$ cat src/inc/sao_pkg.sv
// sao_pkg: widths, counts and carrier types of the sampling converter
// control and serial output stage.
// assumes: included before rtl/sao_adc_serial_out.sv, no imports used.
package sao_pkg;
    // ---------------------------------------------------------------
    // result layout
    // ---------------------------------------------------------------
    localparam int RESULT_W = 18;
    localparam int MERGED_A_W = 16;
    localparam int BIT_IDX_W = 5;
    localparam logic [4:0] MSB_IDX = 5'h11;
    localparam logic [17:0] TRIAL_START = 18'h20000;
    // two's complement code anchors of the output mapping
    localparam logic [17:0] CODE_POS_FULL = 18'h1FFFF;
    localparam logic [17:0] CODE_ZERO = 18'h00000;
    localparam logic [17:0] CODE_MINUS_ONE = 18'h3FFFF;
    localparam logic [17:0] CODE_NEG_FULL = 18'h20000;

    // ---------------------------------------------------------------
    // buffering and clocking
    // ---------------------------------------------------------------
    localparam int FIFO_DEPTH = 8;
    localparam int SYNC_PINS = 8;
    localparam logic [1:0] OSC_DIVIDE_LAST = 2'h2;
    // host spacing figures, kept for reference; no check uses them
    localparam int MIN_TRIG_SAMPLE_TRIGGER_IN_CLOCKS = 24;
    localparam int MIN_TRIG_OSC_CYCLES = 72;
    localparam int MIN_TRIG_BIT_CLOCKS = 24;
    localparam int MIN_TRIG_BIT_CLOCKS_MERGED = 40;

    // pin positions inside the synchroniser vector
    localparam int PIN_BITCLK = 0;
    localparam int PIN_CONVCLK = 1;
    localparam int PIN_OSC = 2;
    localparam int PIN_TRIG = 3;
    localparam int PIN_TAG_A = 4;
    localparam int PIN_TAG_B = 5;
    localparam int PIN_MERGED = 6;
    localparam int PIN_POL = 7;

    // ---------------------------------------------------------------
    // types
    // ---------------------------------------------------------------
    typedef struct packed {
        logic [17:0] a;
        logic [17:0] b;
    } sao_pair_s;

    typedef enum logic [1:0] {
        SAO_ACQUIRE,
        SAO_CONVERT,
        SAO_DONE
    } sao_sample_trigger_in_state_e;
endpackage

$ cat src/rtl/sao_fifo.sv
// sao_fifo: flip-flop fifo with valid/ready on both sides.
// assumes: one clock, async active-low reset, show-ahead read port.
`timescale 1ns/10ps
`default_nettype none
module sao_fifo #(
    parameter int WIDTH = 36,
    parameter int DEPTH = 8
) (
    // clock and reset
    input wire logic clk,
    input wire logic reset_n,
    // fill side
    input wire logic in_valid,
    output logic in_ready,
    input wire logic [WIDTH-1:0] in_data,
    // drain side
    output logic out_valid,
    input wire logic out_ready,
    output logic [WIDTH-1:0] out_data
);
    localparam int AW = $clog2(DEPTH);
    localparam logic [AW:0] FULL_COUNT = (AW+1)'(DEPTH);
    localparam logic [AW-1:0] LAST_IDX = AW'(DEPTH - 1);

    logic [WIDTH-1:0] mem [DEPTH];
    logic [AW-1:0] wr_idx;
    logic [AW-1:0] rd_idx;
    logic [AW:0] count;
    logic push;
    logic pop;

    assign in_ready = (count != FULL_COUNT);
    assign out_valid = (count != '0);
    assign out_data = mem[rd_idx];
    assign push = in_valid && in_ready;
    assign pop = out_valid && out_ready;

    always_ff @(posedge clk) begin
        if (push) begin
            mem[wr_idx] <= in_data;
        end
    end

    always_ff @(posedge clk or negedge reset_n) begin
        if (!reset_n) begin
            wr_idx <= '0;
            rd_idx <= '0;
            count <= '0;
        end else begin
            if (push) begin
                wr_idx <= (wr_idx == LAST_IDX) ? '0 : wr_idx + 1'b1;
            end
            if (pop) begin
                rd_idx <= (rd_idx == LAST_IDX) ? '0 : rd_idx + 1'b1;
            end
            if (push && !pop) begin
                count <= count + 1'b1;
            end else if (pop && !push) begin
                count <= count - 1'b1;
            end
        end
    end
endmodule // sao_fifo
`default_nettype wire

$ cat src/rtl/sao_adc_serial_out.sv
// sao_adc_serial_out: trigger, hold and approximation sequencing, the
// divide-by-three conversion clock and the serial result output.
// assumes: all pins arrive asynchronously and are sampled on clk
// (40 MHz); oscillator_in must stay below a third of clk for the divider
// to see every edge; comparator inputs come from the analogue core and
// settle between conversion clock edges.
//
// Operation
// - return to acquisition after each conversion
// - shift results out MSB first, two's complement
// - full scale and zero codes map as specified
// - send all 18 bits, LSBs included, except channel A in merged mode
// - tag bits follow the full result
// - merged mode: 16 A bits then 18 B
// - resynchronise data, sync and tag to bit clock
// - sync pulse on every trigger, selectable polarity
// - trigger latches result, fill strobe loads shifter
// - outputs change on bit clock rising edge
// - bit decisions on conversion clock rising edge
// - hold first, then gate conversion clock
// - divided clock is oscillator over three
// - tags shift in, appear 17 clocks later
// - merged select builds 34-bit word on A
// - sync lasts exactly one bit clock
// - one trigger holds both channels together
`timescale 1ns/10ps
`default_nettype none
module sao_adc_serial_out (
    // clock and reset
    input wire logic clk,
    input wire logic reset_n,
    // clock pins
    input wire logic bit_clock_in,
    input wire logic conversion_clock_in,
    input wire logic oscillator_in,
    output logic crystal_drive_out,
    output logic divided_clock_out,
    // control pins
    input wire logic sample_trigger_in,
    input wire logic merged_word_select,
    input wire logic sync_polarity_select,
    input wire logic appendix_in_a,
    input wire logic appendix_in_b,
    // serial output pins
    output logic serial_result_out_a,
    output logic serial_result_out_b,
    output logic sync_pulse_out,
    // analogue core
    output logic hold_out,
    output logic decision_strobe,
    output sao_pkg::sao_pair_s trial_code,
    input wire logic comp_above_a,
    input wire logic comp_above_b
);
    // ---------------------------------------------------------------
    // pin synchronisers
    // ---------------------------------------------------------------
    logic [sao_pkg::SYNC_PINS-1:0] pin_raw;
    logic [sao_pkg::SYNC_PINS-1:0] pin_meta;
    logic [sao_pkg::SYNC_PINS-1:0] pin_sync;

    assign pin_raw = {sync_polarity_select, merged_word_select,
                      appendix_in_b, appendix_in_a, sample_trigger_in,
                      oscillator_in, conversion_clock_in, bit_clock_in};

    genvar gi;
    generate
        for (gi = 0; gi < sao_pkg::SYNC_PINS; gi++) begin : g_sync
            // first stage feeds only the second
            always_ff @(posedge clk or negedge reset_n) begin
                if (!reset_n) begin
                    pin_meta[gi] <= 1'b0;
                    pin_sync[gi] <= 1'b0;
                end else begin
                    pin_meta[gi] <= pin_raw[gi];
                    pin_sync[gi] <= pin_meta[gi];
                end
            end
        end
    endgenerate

    // ---------------------------------------------------------------
    // edge detection
    // ---------------------------------------------------------------
    logic bitclk_d;
    logic convclk_d;
    logic osc_d;
    logic trig_d;
    logic bit_rise;
    logic sample_trigger_in_rise;
    logic osc_rise;
    logic trig_fall;

    always_ff @(posedge clk or negedge reset_n) begin
        if (!reset_n) begin
            bitclk_d <= 1'b0;
            convclk_d <= 1'b0;
            osc_d <= 1'b0;
            trig_d <= 1'b0;
        end else begin
            bitclk_d <= pin_sync[sao_pkg::PIN_BITCLK];
            convclk_d <= pin_sync[sao_pkg::PIN_CONVCLK];
            osc_d <= pin_sync[sao_pkg::PIN_OSC];
            trig_d <= pin_sync[sao_pkg::PIN_TRIG];
        end
    end

    assign bit_rise = pin_sync[sao_pkg::PIN_BITCLK] && !bitclk_d;
    assign sample_trigger_in_rise = pin_sync[sao_pkg::PIN_CONVCLK] && !convclk_d;
    assign osc_rise = pin_sync[sao_pkg::PIN_OSC] && !osc_d;
    // level is ignored, one sequence per falling edge
    assign trig_fall = trig_d && !pin_sync[sao_pkg::PIN_TRIG];

    // ---------------------------------------------------------------
    // divide-by-three clock and crystal drive
    // ---------------------------------------------------------------
    logic [1:0] osc_count;

    always_ff @(posedge clk or negedge reset_n) begin
        if (!reset_n) begin
            osc_count <= 2'h0;
            divided_clock_out <= 1'b0;
            crystal_drive_out <= 1'b1;
        end else begin
            crystal_drive_out <= !pin_sync[sao_pkg::PIN_OSC];
            if (osc_rise) begin
                if (osc_count == sao_pkg::OSC_DIVIDE_LAST) begin
                    osc_count <= 2'h0;
                    divided_clock_out <= 1'b1;
                end else begin
                    osc_count <= osc_count + 2'h1;
                    divided_clock_out <= 1'b0;
                end
            end
        end
    end

    // ---------------------------------------------------------------
    // approximation sequencer
    // ---------------------------------------------------------------
    function automatic logic [17:0] to_twos(input logic [17:0] offset);
        // offset binary to two's complement: 20000 -> 00000, 3FFFF -> 1FFFF etc.
        to_twos = {!offset[17], offset[16:0]};
    endfunction

    sao_pkg::sao_sample_trigger_in_state_e state;
    logic [sao_pkg::BIT_IDX_W-1:0] bit_idx;
    logic [17:0] sar_a;
    logic [17:0] sar_b;
    logic fifo_in_ready;
    logic fifo_out_valid;
    logic push_valid;
    sao_pkg::sao_pair_s push_pair;
    sao_pkg::sao_pair_s pop_pair;

    assign push_valid = (state == sao_pkg::SAO_DONE);
    assign push_pair = '{a: to_twos(sar_a), b: to_twos(sar_b)};
    assign trial_code = '{a: sar_a, b: sar_b};
    // decisions are only taken while the capacitors are held
    assign decision_strobe = sample_trigger_in_rise &&
                             (state == sao_pkg::SAO_CONVERT);

    always_ff @(posedge clk or negedge reset_n) begin
        if (!reset_n) begin
            state <= sao_pkg::SAO_ACQUIRE;
            hold_out <= 1'b0;
        end else begin
            unique case (state)
                sao_pkg::SAO_ACQUIRE: begin
                    if (trig_fall) begin
                        hold_out <= 1'b1;
                        state <= sao_pkg::SAO_CONVERT;
                    end
                end
                sao_pkg::SAO_CONVERT: begin
                    if (decision_strobe && bit_idx == '0) begin
                        state <= sao_pkg::SAO_DONE;
                    end
                end
                sao_pkg::SAO_DONE: begin
                    // a full buffer keeps the channels in hold
                    if (fifo_in_ready) begin
                        hold_out <= 1'b0;
                        state <= sao_pkg::SAO_ACQUIRE;
                    end
                end
                default: begin
                    hold_out <= 1'b0;
                    state <= sao_pkg::SAO_ACQUIRE;
                end
            endcase
        end
    end

    always_ff @(posedge clk or negedge reset_n) begin
        if (!reset_n) begin
            bit_idx <= sao_pkg::MSB_IDX;
            sar_a <= sao_pkg::TRIAL_START;
            sar_b <= sao_pkg::TRIAL_START;
        end else if (state == sao_pkg::SAO_ACQUIRE && trig_fall) begin
            bit_idx <= sao_pkg::MSB_IDX;
            sar_a <= sao_pkg::TRIAL_START;
            sar_b <= sao_pkg::TRIAL_START;
        end else if (decision_strobe) begin
            // keep or drop the trial bit, then try the next one
            if (!comp_above_a) begin
                sar_a[bit_idx] <= 1'b0;
            end
            if (!comp_above_b) begin
                sar_b[bit_idx] <= 1'b0;
            end
            if (bit_idx != '0) begin
                sar_a[bit_idx - 5'h01] <= 1'b1;
                sar_b[bit_idx - 5'h01] <= 1'b1;
                bit_idx <= bit_idx - 5'h01;
            end
        end
    end

    // ---------------------------------------------------------------
    // result buffer
    // ---------------------------------------------------------------
    sao_fifo #(
        .WIDTH(2 * sao_pkg::RESULT_W),
        .DEPTH(sao_pkg::FIFO_DEPTH)
    ) u_result_fifo (
        .clk(clk),
        .reset_n(reset_n),
        .in_valid(push_valid),
        .in_ready(fifo_in_ready),
        .in_data(push_pair),
        .out_valid(fifo_out_valid),
        .out_ready(trig_fall),
        .out_data(pop_pair)
    );

    // ---------------------------------------------------------------
    // holding latch and fill strobe
    // ---------------------------------------------------------------
    sao_pkg::sao_pair_s hold_latch;
    logic fill_pending;
    logic fill_strobe;

    // the previous result leaves the buffer on the trigger edge
    always_ff @(posedge clk or negedge reset_n) begin
        if (!reset_n) begin
            hold_latch <= '0;
        end else if (trig_fall && fifo_out_valid) begin
            hold_latch <= pop_pair;
        end
    end

    // a new trigger wins over the load that clears the request
    always_ff @(posedge clk or negedge reset_n) begin
        if (!reset_n) begin
            fill_pending <= 1'b0;
        end else if (trig_fall) begin
            fill_pending <= 1'b1;
        end else if (bit_rise) begin
            fill_pending <= 1'b0;
        end
    end

    assign fill_strobe = bit_rise && fill_pending;

    // ---------------------------------------------------------------
    // output shift registers
    // ---------------------------------------------------------------
    logic [17:0] shift_a;
    logic [17:0] shift_b;
    logic merged_mode;

    always_ff @(posedge clk or negedge reset_n) begin
        if (!reset_n) begin
            merged_mode <= 1'b0;
            shift_a <= '0;
            shift_b <= '0;
        end else if (fill_strobe) begin
            // mode is sampled per frame so a word never mixes layouts
            merged_mode <= pin_sync[sao_pkg::PIN_MERGED];
            shift_b <= hold_latch.b;
            if (pin_sync[sao_pkg::PIN_MERGED]) begin
                shift_a <= {2'h0, hold_latch.a[17:2]};
            end else begin
                shift_a <= hold_latch.a;
            end
        end else if (bit_rise) begin
            shift_b <= {shift_b[16:0],
                        pin_sync[sao_pkg::PIN_TAG_B]};
            if (merged_mode) begin
                // channel B follows the 16 A bits, then its tag
                shift_a <= {2'h0, shift_a[14:0], shift_b[17]};
            end else begin
                shift_a <= {shift_a[16:0],
                            pin_sync[sao_pkg::PIN_TAG_A]};
            end
        end
    end

    // ---------------------------------------------------------------
    // pin registers
    // ---------------------------------------------------------------
    // outputs move one clk after the sampled rise, well ahead of the
    // next rising edge the receiver samples on
    always_ff @(posedge clk or negedge reset_n) begin
        if (!reset_n) begin
            serial_result_out_a <= 1'b0;
            serial_result_out_b <= 1'b0;
            sync_pulse_out <= 1'b0;
        end else if (fill_strobe) begin
            serial_result_out_a <= pin_sync[sao_pkg::PIN_MERGED] ?
                hold_latch.a[17] : hold_latch.a[17];
            serial_result_out_b <= hold_latch.b[17];
            sync_pulse_out <= pin_sync[sao_pkg::PIN_POL];
        end else if (bit_rise) begin
            serial_result_out_a <= merged_mode ?
                shift_a[14] : shift_a[16];
            serial_result_out_b <= shift_b[16];
            sync_pulse_out <= !pin_sync[sao_pkg::PIN_POL];
        end
    end
endmodule // sao_adc_serial_out
`default_nettype wire

$ cat config.mk
export PLATFORM = sky130hd
export DESIGN_NAME = sao_adc_serial_out
export DESIGN_NICKNAME = d
export VERILOG_FILES = /design/src/inc/sao_pkg.sv /design/src/rtl/sao_fifo.sv /design/src/rtl/sao_adc_serial_out.sv
export SDC_FILE = /design/constraint.sdc
export NUM_CORES = 1
export LEC_CHECK = 0
export BUFFER_PORTS_ARGS = -buffer_cell sky130_fd_sc_hd__buf_2
export CORE_MARGIN = 8
export CORE_UTILIZATION = 56
export CTS_CLUSTER_SIZE = 8
export DETAILED_ROUTE_END_ITERATION = 10
export GPL_ROUTABILITY_DRIVEN = 0
export PLACE_DENSITY = 0.76
export SETUP_SLACK_MARGIN = 0.5
export SYNTH_ARGS = -nofsm -noshare
export SYNTH_HDL_FRONTEND = slang
export SYNTH_HIERARCHICAL = 1
export SYNTH_SLANG_ARGS = --single-unit
$ cat constraint.sdc
create_clock -name clk -period 5.1 [get_ports clk]
set_input_delay 0.255 -clock clk [delete_from_list [all_inputs] [get_ports clk]]
set_output_delay 0.255 -clock clk [all_outputs]
set_load 0.02 [all_outputs]
## Yosys cells after proc, flatten, opt, wreduce, memory -nomap -nowiden

Memory sizes are Yosys's and may differ from the RTL's. A register that Yosys moved wholly into a read port is not among the register bits.
Cells that the tools add are included.

- Bitwise gates (word level): 6
- Order comparisons: 4
- Eq/ne operators: 9
- Reductions and logical operators: 37
- Muxes and demuxes: 49
- Add/sub/neg operators: 6

Operators with widths:

| kind | count |
|---|---|
| 18-bit 2-to-1 mux | 14 |
| 17-bit 2-to-1 mux | 4 |
| 18-bit AND | 2 |
| 18-bit OR | 2 |
| 18-bit inverter | 1 |
| 1-bit 2-to-1 mux | 16 |
| 5-bit 2-to-1 mux | 3 |
| 1-bit logical AND | 14 |
| 5-bit by 6-bit < comparator with 1-bit output (second input constant) | 2 |
| 1-bit zero test | 11 |
| 1-bit demux with 5-bit select | 2 |
| 5-bit by 1-bit >= comparator with 1-bit output (second input constant) | 2 |
| 2-bit nonzero test | 5 |
| 2-bit 2-to-1 mux | 4 |
| 4-bit 2-to-1 mux | 2 |
| 3-bit by 1-bit adder with 3-bit output (second input constant) | 2 |
| 3-bit == test (second input constant) | 2 |
| 3-bit 2-to-1 mux | 2 |
| 2-bit one-hot mux with 3 select lines | 1 |
| 3-bit AND reduction | 2 |
| 5-bit zero test | 1 |
| 5-bit nonzero test | 1 |
| 5-bit by 1-bit subtractor with 5-bit output (second input constant) | 1 |
| 4-bit by 1-bit adder with 4-bit output (second input constant) | 1 |
| 12 further kinds | 14 |

- Output and inout port bits: 43
- Memories: 1
- Word-level logic and storage cells: 150
- Bits of input ports: 12
- Flip-flop bits (word level): 118
- Bits in writable memories: 288

Memories:

| memory | words | bits a word | rd ports | clocked after memory_dff | write ports | line | RTL |
|---|---|---|---|---|---|---|---|
| u_result_fifo.mem | 8 | 36 | 1 | 1 | 1 | sao_fifo.sv:25 | `logic [WIDTH-1:0] mem [DEPTH];` |

## Logic depth before layout (Yosys ltp)

- Depth in word-level cells: 13
- Mapped depth: 9
- Gate-level depth less buffers: 9

## By module

Netlist, hierarchy kept.

By module, submodules not included:

| module | area an instance (µm²) | instances | sequential area each (µm²) | cells an instance |
|---|---|---|---|---|
| sao_fifo | 11,494.8 | 1 | 8,898.5 | 482 |
| sao_adc_serial_out | 6,465.0 | 1 | 3,584.7 | 576 |

## Worst setup path before layout

Ideal clock, no wire load.

- Kind: reg-to-reg
- Start: register u_result_fifo.count[0]
- End: memory u_result_fifo.mem[0][0] (enable)
- Data required time: 4,581 ps
- Stages on the path, launching flop included: 4
- Path slack: 360 ps
- Period minus slack after synthesis: 4,740 ps
- Arrival time: 4,221 ps
- Cell sequence: dfrtp_1 -> or4b_4 -> nand2_2 -> nor4_1

- Word-level cells in the longest chain between the ends: 4

Ends and longest elaborated chain:

| item | line | RTL |
|---|---|---|
| start: declaration | sao_fifo.sv:28 | `logic [AW:0] count;` |
| start signal: assignment | sao_fifo.sv:57 | `count <= count + 1'b1;` |
| start signal: assignment | sao_fifo.sv:59 | `count <= count - 1'b1;` |
| 4-bit != test | sao_fifo.sv:32 | `assign in_ready = (count != FULL_COUNT);` |
| via fifo_in_ready | sao_adc_serial_out.sv:150 | `logic fifo_in_ready;` |
| 1-bit logical AND | sao_fifo.sv:35 | `assign push = in_valid && in_ready;` |
| 1-bit 2-to-1 mux | sao_fifo.sv:39 | `if (push) begin` |
| 1-bit 2-to-1 mux (implied by the code) | sao_fifo.sv:40 | `mem[wr_idx] <= in_data;` |
| end: declaration | sao_fifo.sv:25 |  |

The timed path passes the listed nets, and every way through them passes these cells.

## Worst setup path in the final report

- Start: register u_result_fifo.count[0]
- End: register u_result_fifo.count[3]

- Word-level cells in the longest chain between the ends: 5

Ends and longest elaborated chain:

| item | line | RTL |
|---|---|---|
| 4-bit != test * | sao_fifo.sv:32 |  |
| via fifo_in_ready | sao_adc_serial_out.sv:150 |  |
| 1-bit logical AND * | sao_fifo.sv:35 |  |
| via u_result_fifo.push | sao_fifo.sv:29 | `logic push;` |
| 1-bit zero test | sao_fifo.sv:58 | `end else if (pop && !push) begin` |
| 1-bit logical AND | sao_fifo.sv:58 |  |
| 2-bit nonzero test (no line) | - |  |

Mark *: on every way through the listed nets, which the timed path passes. The rest lies on a longest branch. The select of a mux whose other input is x is not followed.
A chain may end at the register's enable or synchronous reset.

==> impl_metrics.env <==
export IMPL_rsz0062_at_grt="no"
export IMPL_synth_avg_cell_area_um2=17.0
export IMPL_insertion_delay_ns=0.58
export IMPL_synth_seq_cells=441
export IMPL_vias=9453
export IMPL_chipHeight_um=195
export IMPL_slew_headroom=0.209
export IMPL_dp_worst_setup_slack_ns=2.10
export IMPL_grt_max_degree=110
export IMPL_root_buffer="clkbuf_16"
export IMPL_hold_ws_ns=0.0578
export IMPL_clk_pin_slew_ns=0.05
export IMPL_cap_violations=0
export IMPL_postCtsSetupBuffers=0
export IMPL_grt_overflow=0
export IMPL_syn_num_nets=1085
export IMPL_crit_arrival_ns=3.48
export IMPL_drc_errors=0
export IMPL_antenna_found_initial=0
export IMPL_finalNonFillerCells=1568
export IMPL_finalSetupViolations=0
export IMPL_post_route_period_util=0.593
export IMPL_clk_path_buf_depth=3
export IMPL_cp_start_kind="register"
export IMPL_synthFlopType="edfxtp_1"
export IMPL_grt_pass1_vias=9845
export IMPL_cts_sinks=441
export IMPL_detailed_place_hpwl_um=21600
export IMPL_synth_top_area_cell="edfxtp_1"
export IMPL_whs_path_depth=3
export IMPL_cts_tree="yes"
export IMPL_worstSetupPathType="register to register"
export IMPL_synth_edf_count=288
export IMPL_vdd_ir_drop_max_mv=0.385
export IMPL_core_area_um2=31600
export IMPL_min_from="comp_above_b"
export IMPL_dpl_instance_area_um2=18400
export IMPL_dp_cells=1443
export IMPL_required_ns=5.55
export IMPL_synth_area_leaders="edfxtp_1 48%, dfrtp_1 21%, mux4_2 9.0%, mux2_2 4.8%, o21ai_0 2.2%"
export IMPL_reg2reg_depth=9
export IMPL_final_max_slew_viol_count=0
export IMPL_port_buffers=54
export IMPL_grt_pass1_wl_um=58500
export IMPL_r2r_start="u_result_fifo/count[0]"
export IMPL_synth_cells=1058
export IMPL_crit_fanout=8
export IMPL_h_tree_depth=2
export IMPL_yosysWarnings=6
export IMPL_design_area_um2=20200
export IMPL_synth_area_um2=18000
export IMPL_worst_pin_slew_ns=1.18
export IMPL_ys_async_sr_fraction=0.347
export IMPL_p_leak_nw=7.45
export IMPL_ant_nets=0
export IMPL_cp_end_kind="register"
export IMPL_grt_util_all_layers=0.199
export IMPL_finish_net_count=1140
export IMPL_wl_um=37700
export IMPL_dieArea_um2=38100
export IMPL_drt_pass1_iterations=5
export IMPL_hold_path_end="sar_b[16]"
export IMPL_numCtsBuffers=61
export IMPL_fin_skew_ns=0.0221
export IMPL_setup_tns_final_ns=0
export IMPL_initial_core_util=0.569
export IMPL_fin_crit_ns=3.03
export IMPL_drive_above_1_share=0.268
export IMPL_yosysSeqAreaShare=0.695
export IMPL_drtIter0Drc=840
export IMPL_wl_per_cell_um=24.0
export IMPL_ios=55
export IMPL_synth_cell_types=56
export IMPL_area_delta_synth_final_pct=12.6
export IMPL_via_per_inst=6.03
export IMPL_reg2reg_slack_ns=2.07
export IMPL_max_freq_ghz=0.331
export IMPL_rows=65
export IMPL_fp_dieW_um=195
export IMPL_setup_ws_ns=2.07
export IMPL_rr_endpoint="u_result_fifo/count[3]"
export IMPL_finalHoldViolCount=0
export IMPL_p_per_area_nw_per_um2=570
export IMPL_synth_top_area_share=0.482
export IMPL_status="completed"
export IMPL_hp_class="input pin to register"
cell type report:
type	count	area [um^2]
multi-input combinational	516	4920
sequential	441	12500
clock inverter	3	46.3
timing repair buffer	80	494
antenna	1	2.50
inverter	13	48.8
tap	402	503
clock buffer	112	1720
fill	2133	11300
per-stage QoR:
stage | util | total power [mW]
after floorplan | - | 7.23
final | 0.641 | 11.5
after global routing | 0.641 | 12.1
after detailed placement | 0.582 | 7.90
after CTS | 0.641 | 11.6
after global placement | 0.582 | 7.80
power by group:
group	internal [mW]	total [mW]	switching [mW]
sequential	4.55	5.39	0.836
clock	2.24	3.67	1.43
combinational	1.27	2.47	1.20
total	8.07	11.5	3.46
worst max-delay path by stage:
| stage | startpoint | to | slack, ns | depth (start not counted) |
|---|---|---|---|---|
| after floorplan | u_result_fifo/count[0] | u_result_fifo/mem[2][0] | 1.31 | 3 |
| after global placement | u_result_fifo/count[0] | u_result_fifo/count[3] | 2.21 | 9 |
| after detailed placement | u_result_fifo/count[0] | u_result_fifo/count[3] | 2.10 | 9 |
| after CTS | u_result_fifo/count[0] | u_result_fifo/count[3] | 2.08 | 9 |
| after global routing | u_result_fifo/count[0] | u_result_fifo/count[3] | 1.95 | 9 |
| final | u_result_fifo/count[0] | u_result_fifo/count[3] | 2.07 | 9 |
synth_stat cells (15+ instances only):
master,n
nand2b_1,18
dfrtp_1,148
nand2_1,73
mux2_2,76
o21ai_0,79
mux2i_1,38
edfxtp_1,288
clkbuf_1,22
buf_4,36
o211ai_1,22
mux4_2,72
buf_2,15
what timing repair did:
action | in CTS | in global routing
hold buffers | 9 | 0
endpoints found under the hold margin | 114 | 0
gates resized for setup | 0 | 0
state kept, by name (all words and copies together), names as in the netlist, 4 cells and up:
register and count:
shift_a 17, sar_b 18, sar_a 18, u_result_fifo/count 4
hold_latch 36, u_result_fifo/mem 288, bit_idx 5, pin_sync 8
shift_b 18, pin_meta 8
cells in the final DEF (no fill, tap or decap), types with 8 or more instances in the layout:
cell type	count
mux4_2	72
nand2_1	72
o211ai_1	22
o21ai_0	79
dlygate4sd3_1	9
nand3_1	9
dfrtp_1	144
buf_2	53
clkbuf_16	61
buf_4	17
inv_1	12
o21ai_1	13
ha_1	14
a32o_1	8
mux2_2	76
edfxtp_1	288
nor2_1	11
clkbuf_1	51
nand2b_1	17
mux2i_1	38
nand3b_1	12
cells by family after synthesis:
family / Yosys count / share of synthesized area
fa+ha+maj: 15 / 0.0109
buf+inv: 101 / 0.0345
mux: 189 / 0.161
xor+xnor: 3 / 0.00146
simple gates: 160 / 0.0454
flops: 441 / 0.695
compound gates: 149 / 0.0518
layer usage:
metal / routed length, um / global-route usage / vias to the layer above / part of all wire
li1: - / - / 4185 / -
met1: 16000 / 0.271 / 4876 / 0.43
met2: 18400 / 0.323 / 330 / 0.49
met3: 2430 / 0.0395 / 62 / 0.065
met4: 854 / 0.0592 / 0 / 0.023
met5: 0 / 0 / - / 0
worst max-delay path: stages, from the launching register on:
cell	delay, ns
dfrtp_1	0.48
or4b_4	0.58
nand2_2	0.22
inv_1	0.07
ha_1	0.26
inv_1	0.18
ha_1	0.33
or4_1	0.56
o211ai_1	0.11
o211ai_1	0.10
Power figures use the tool's default switching activity.
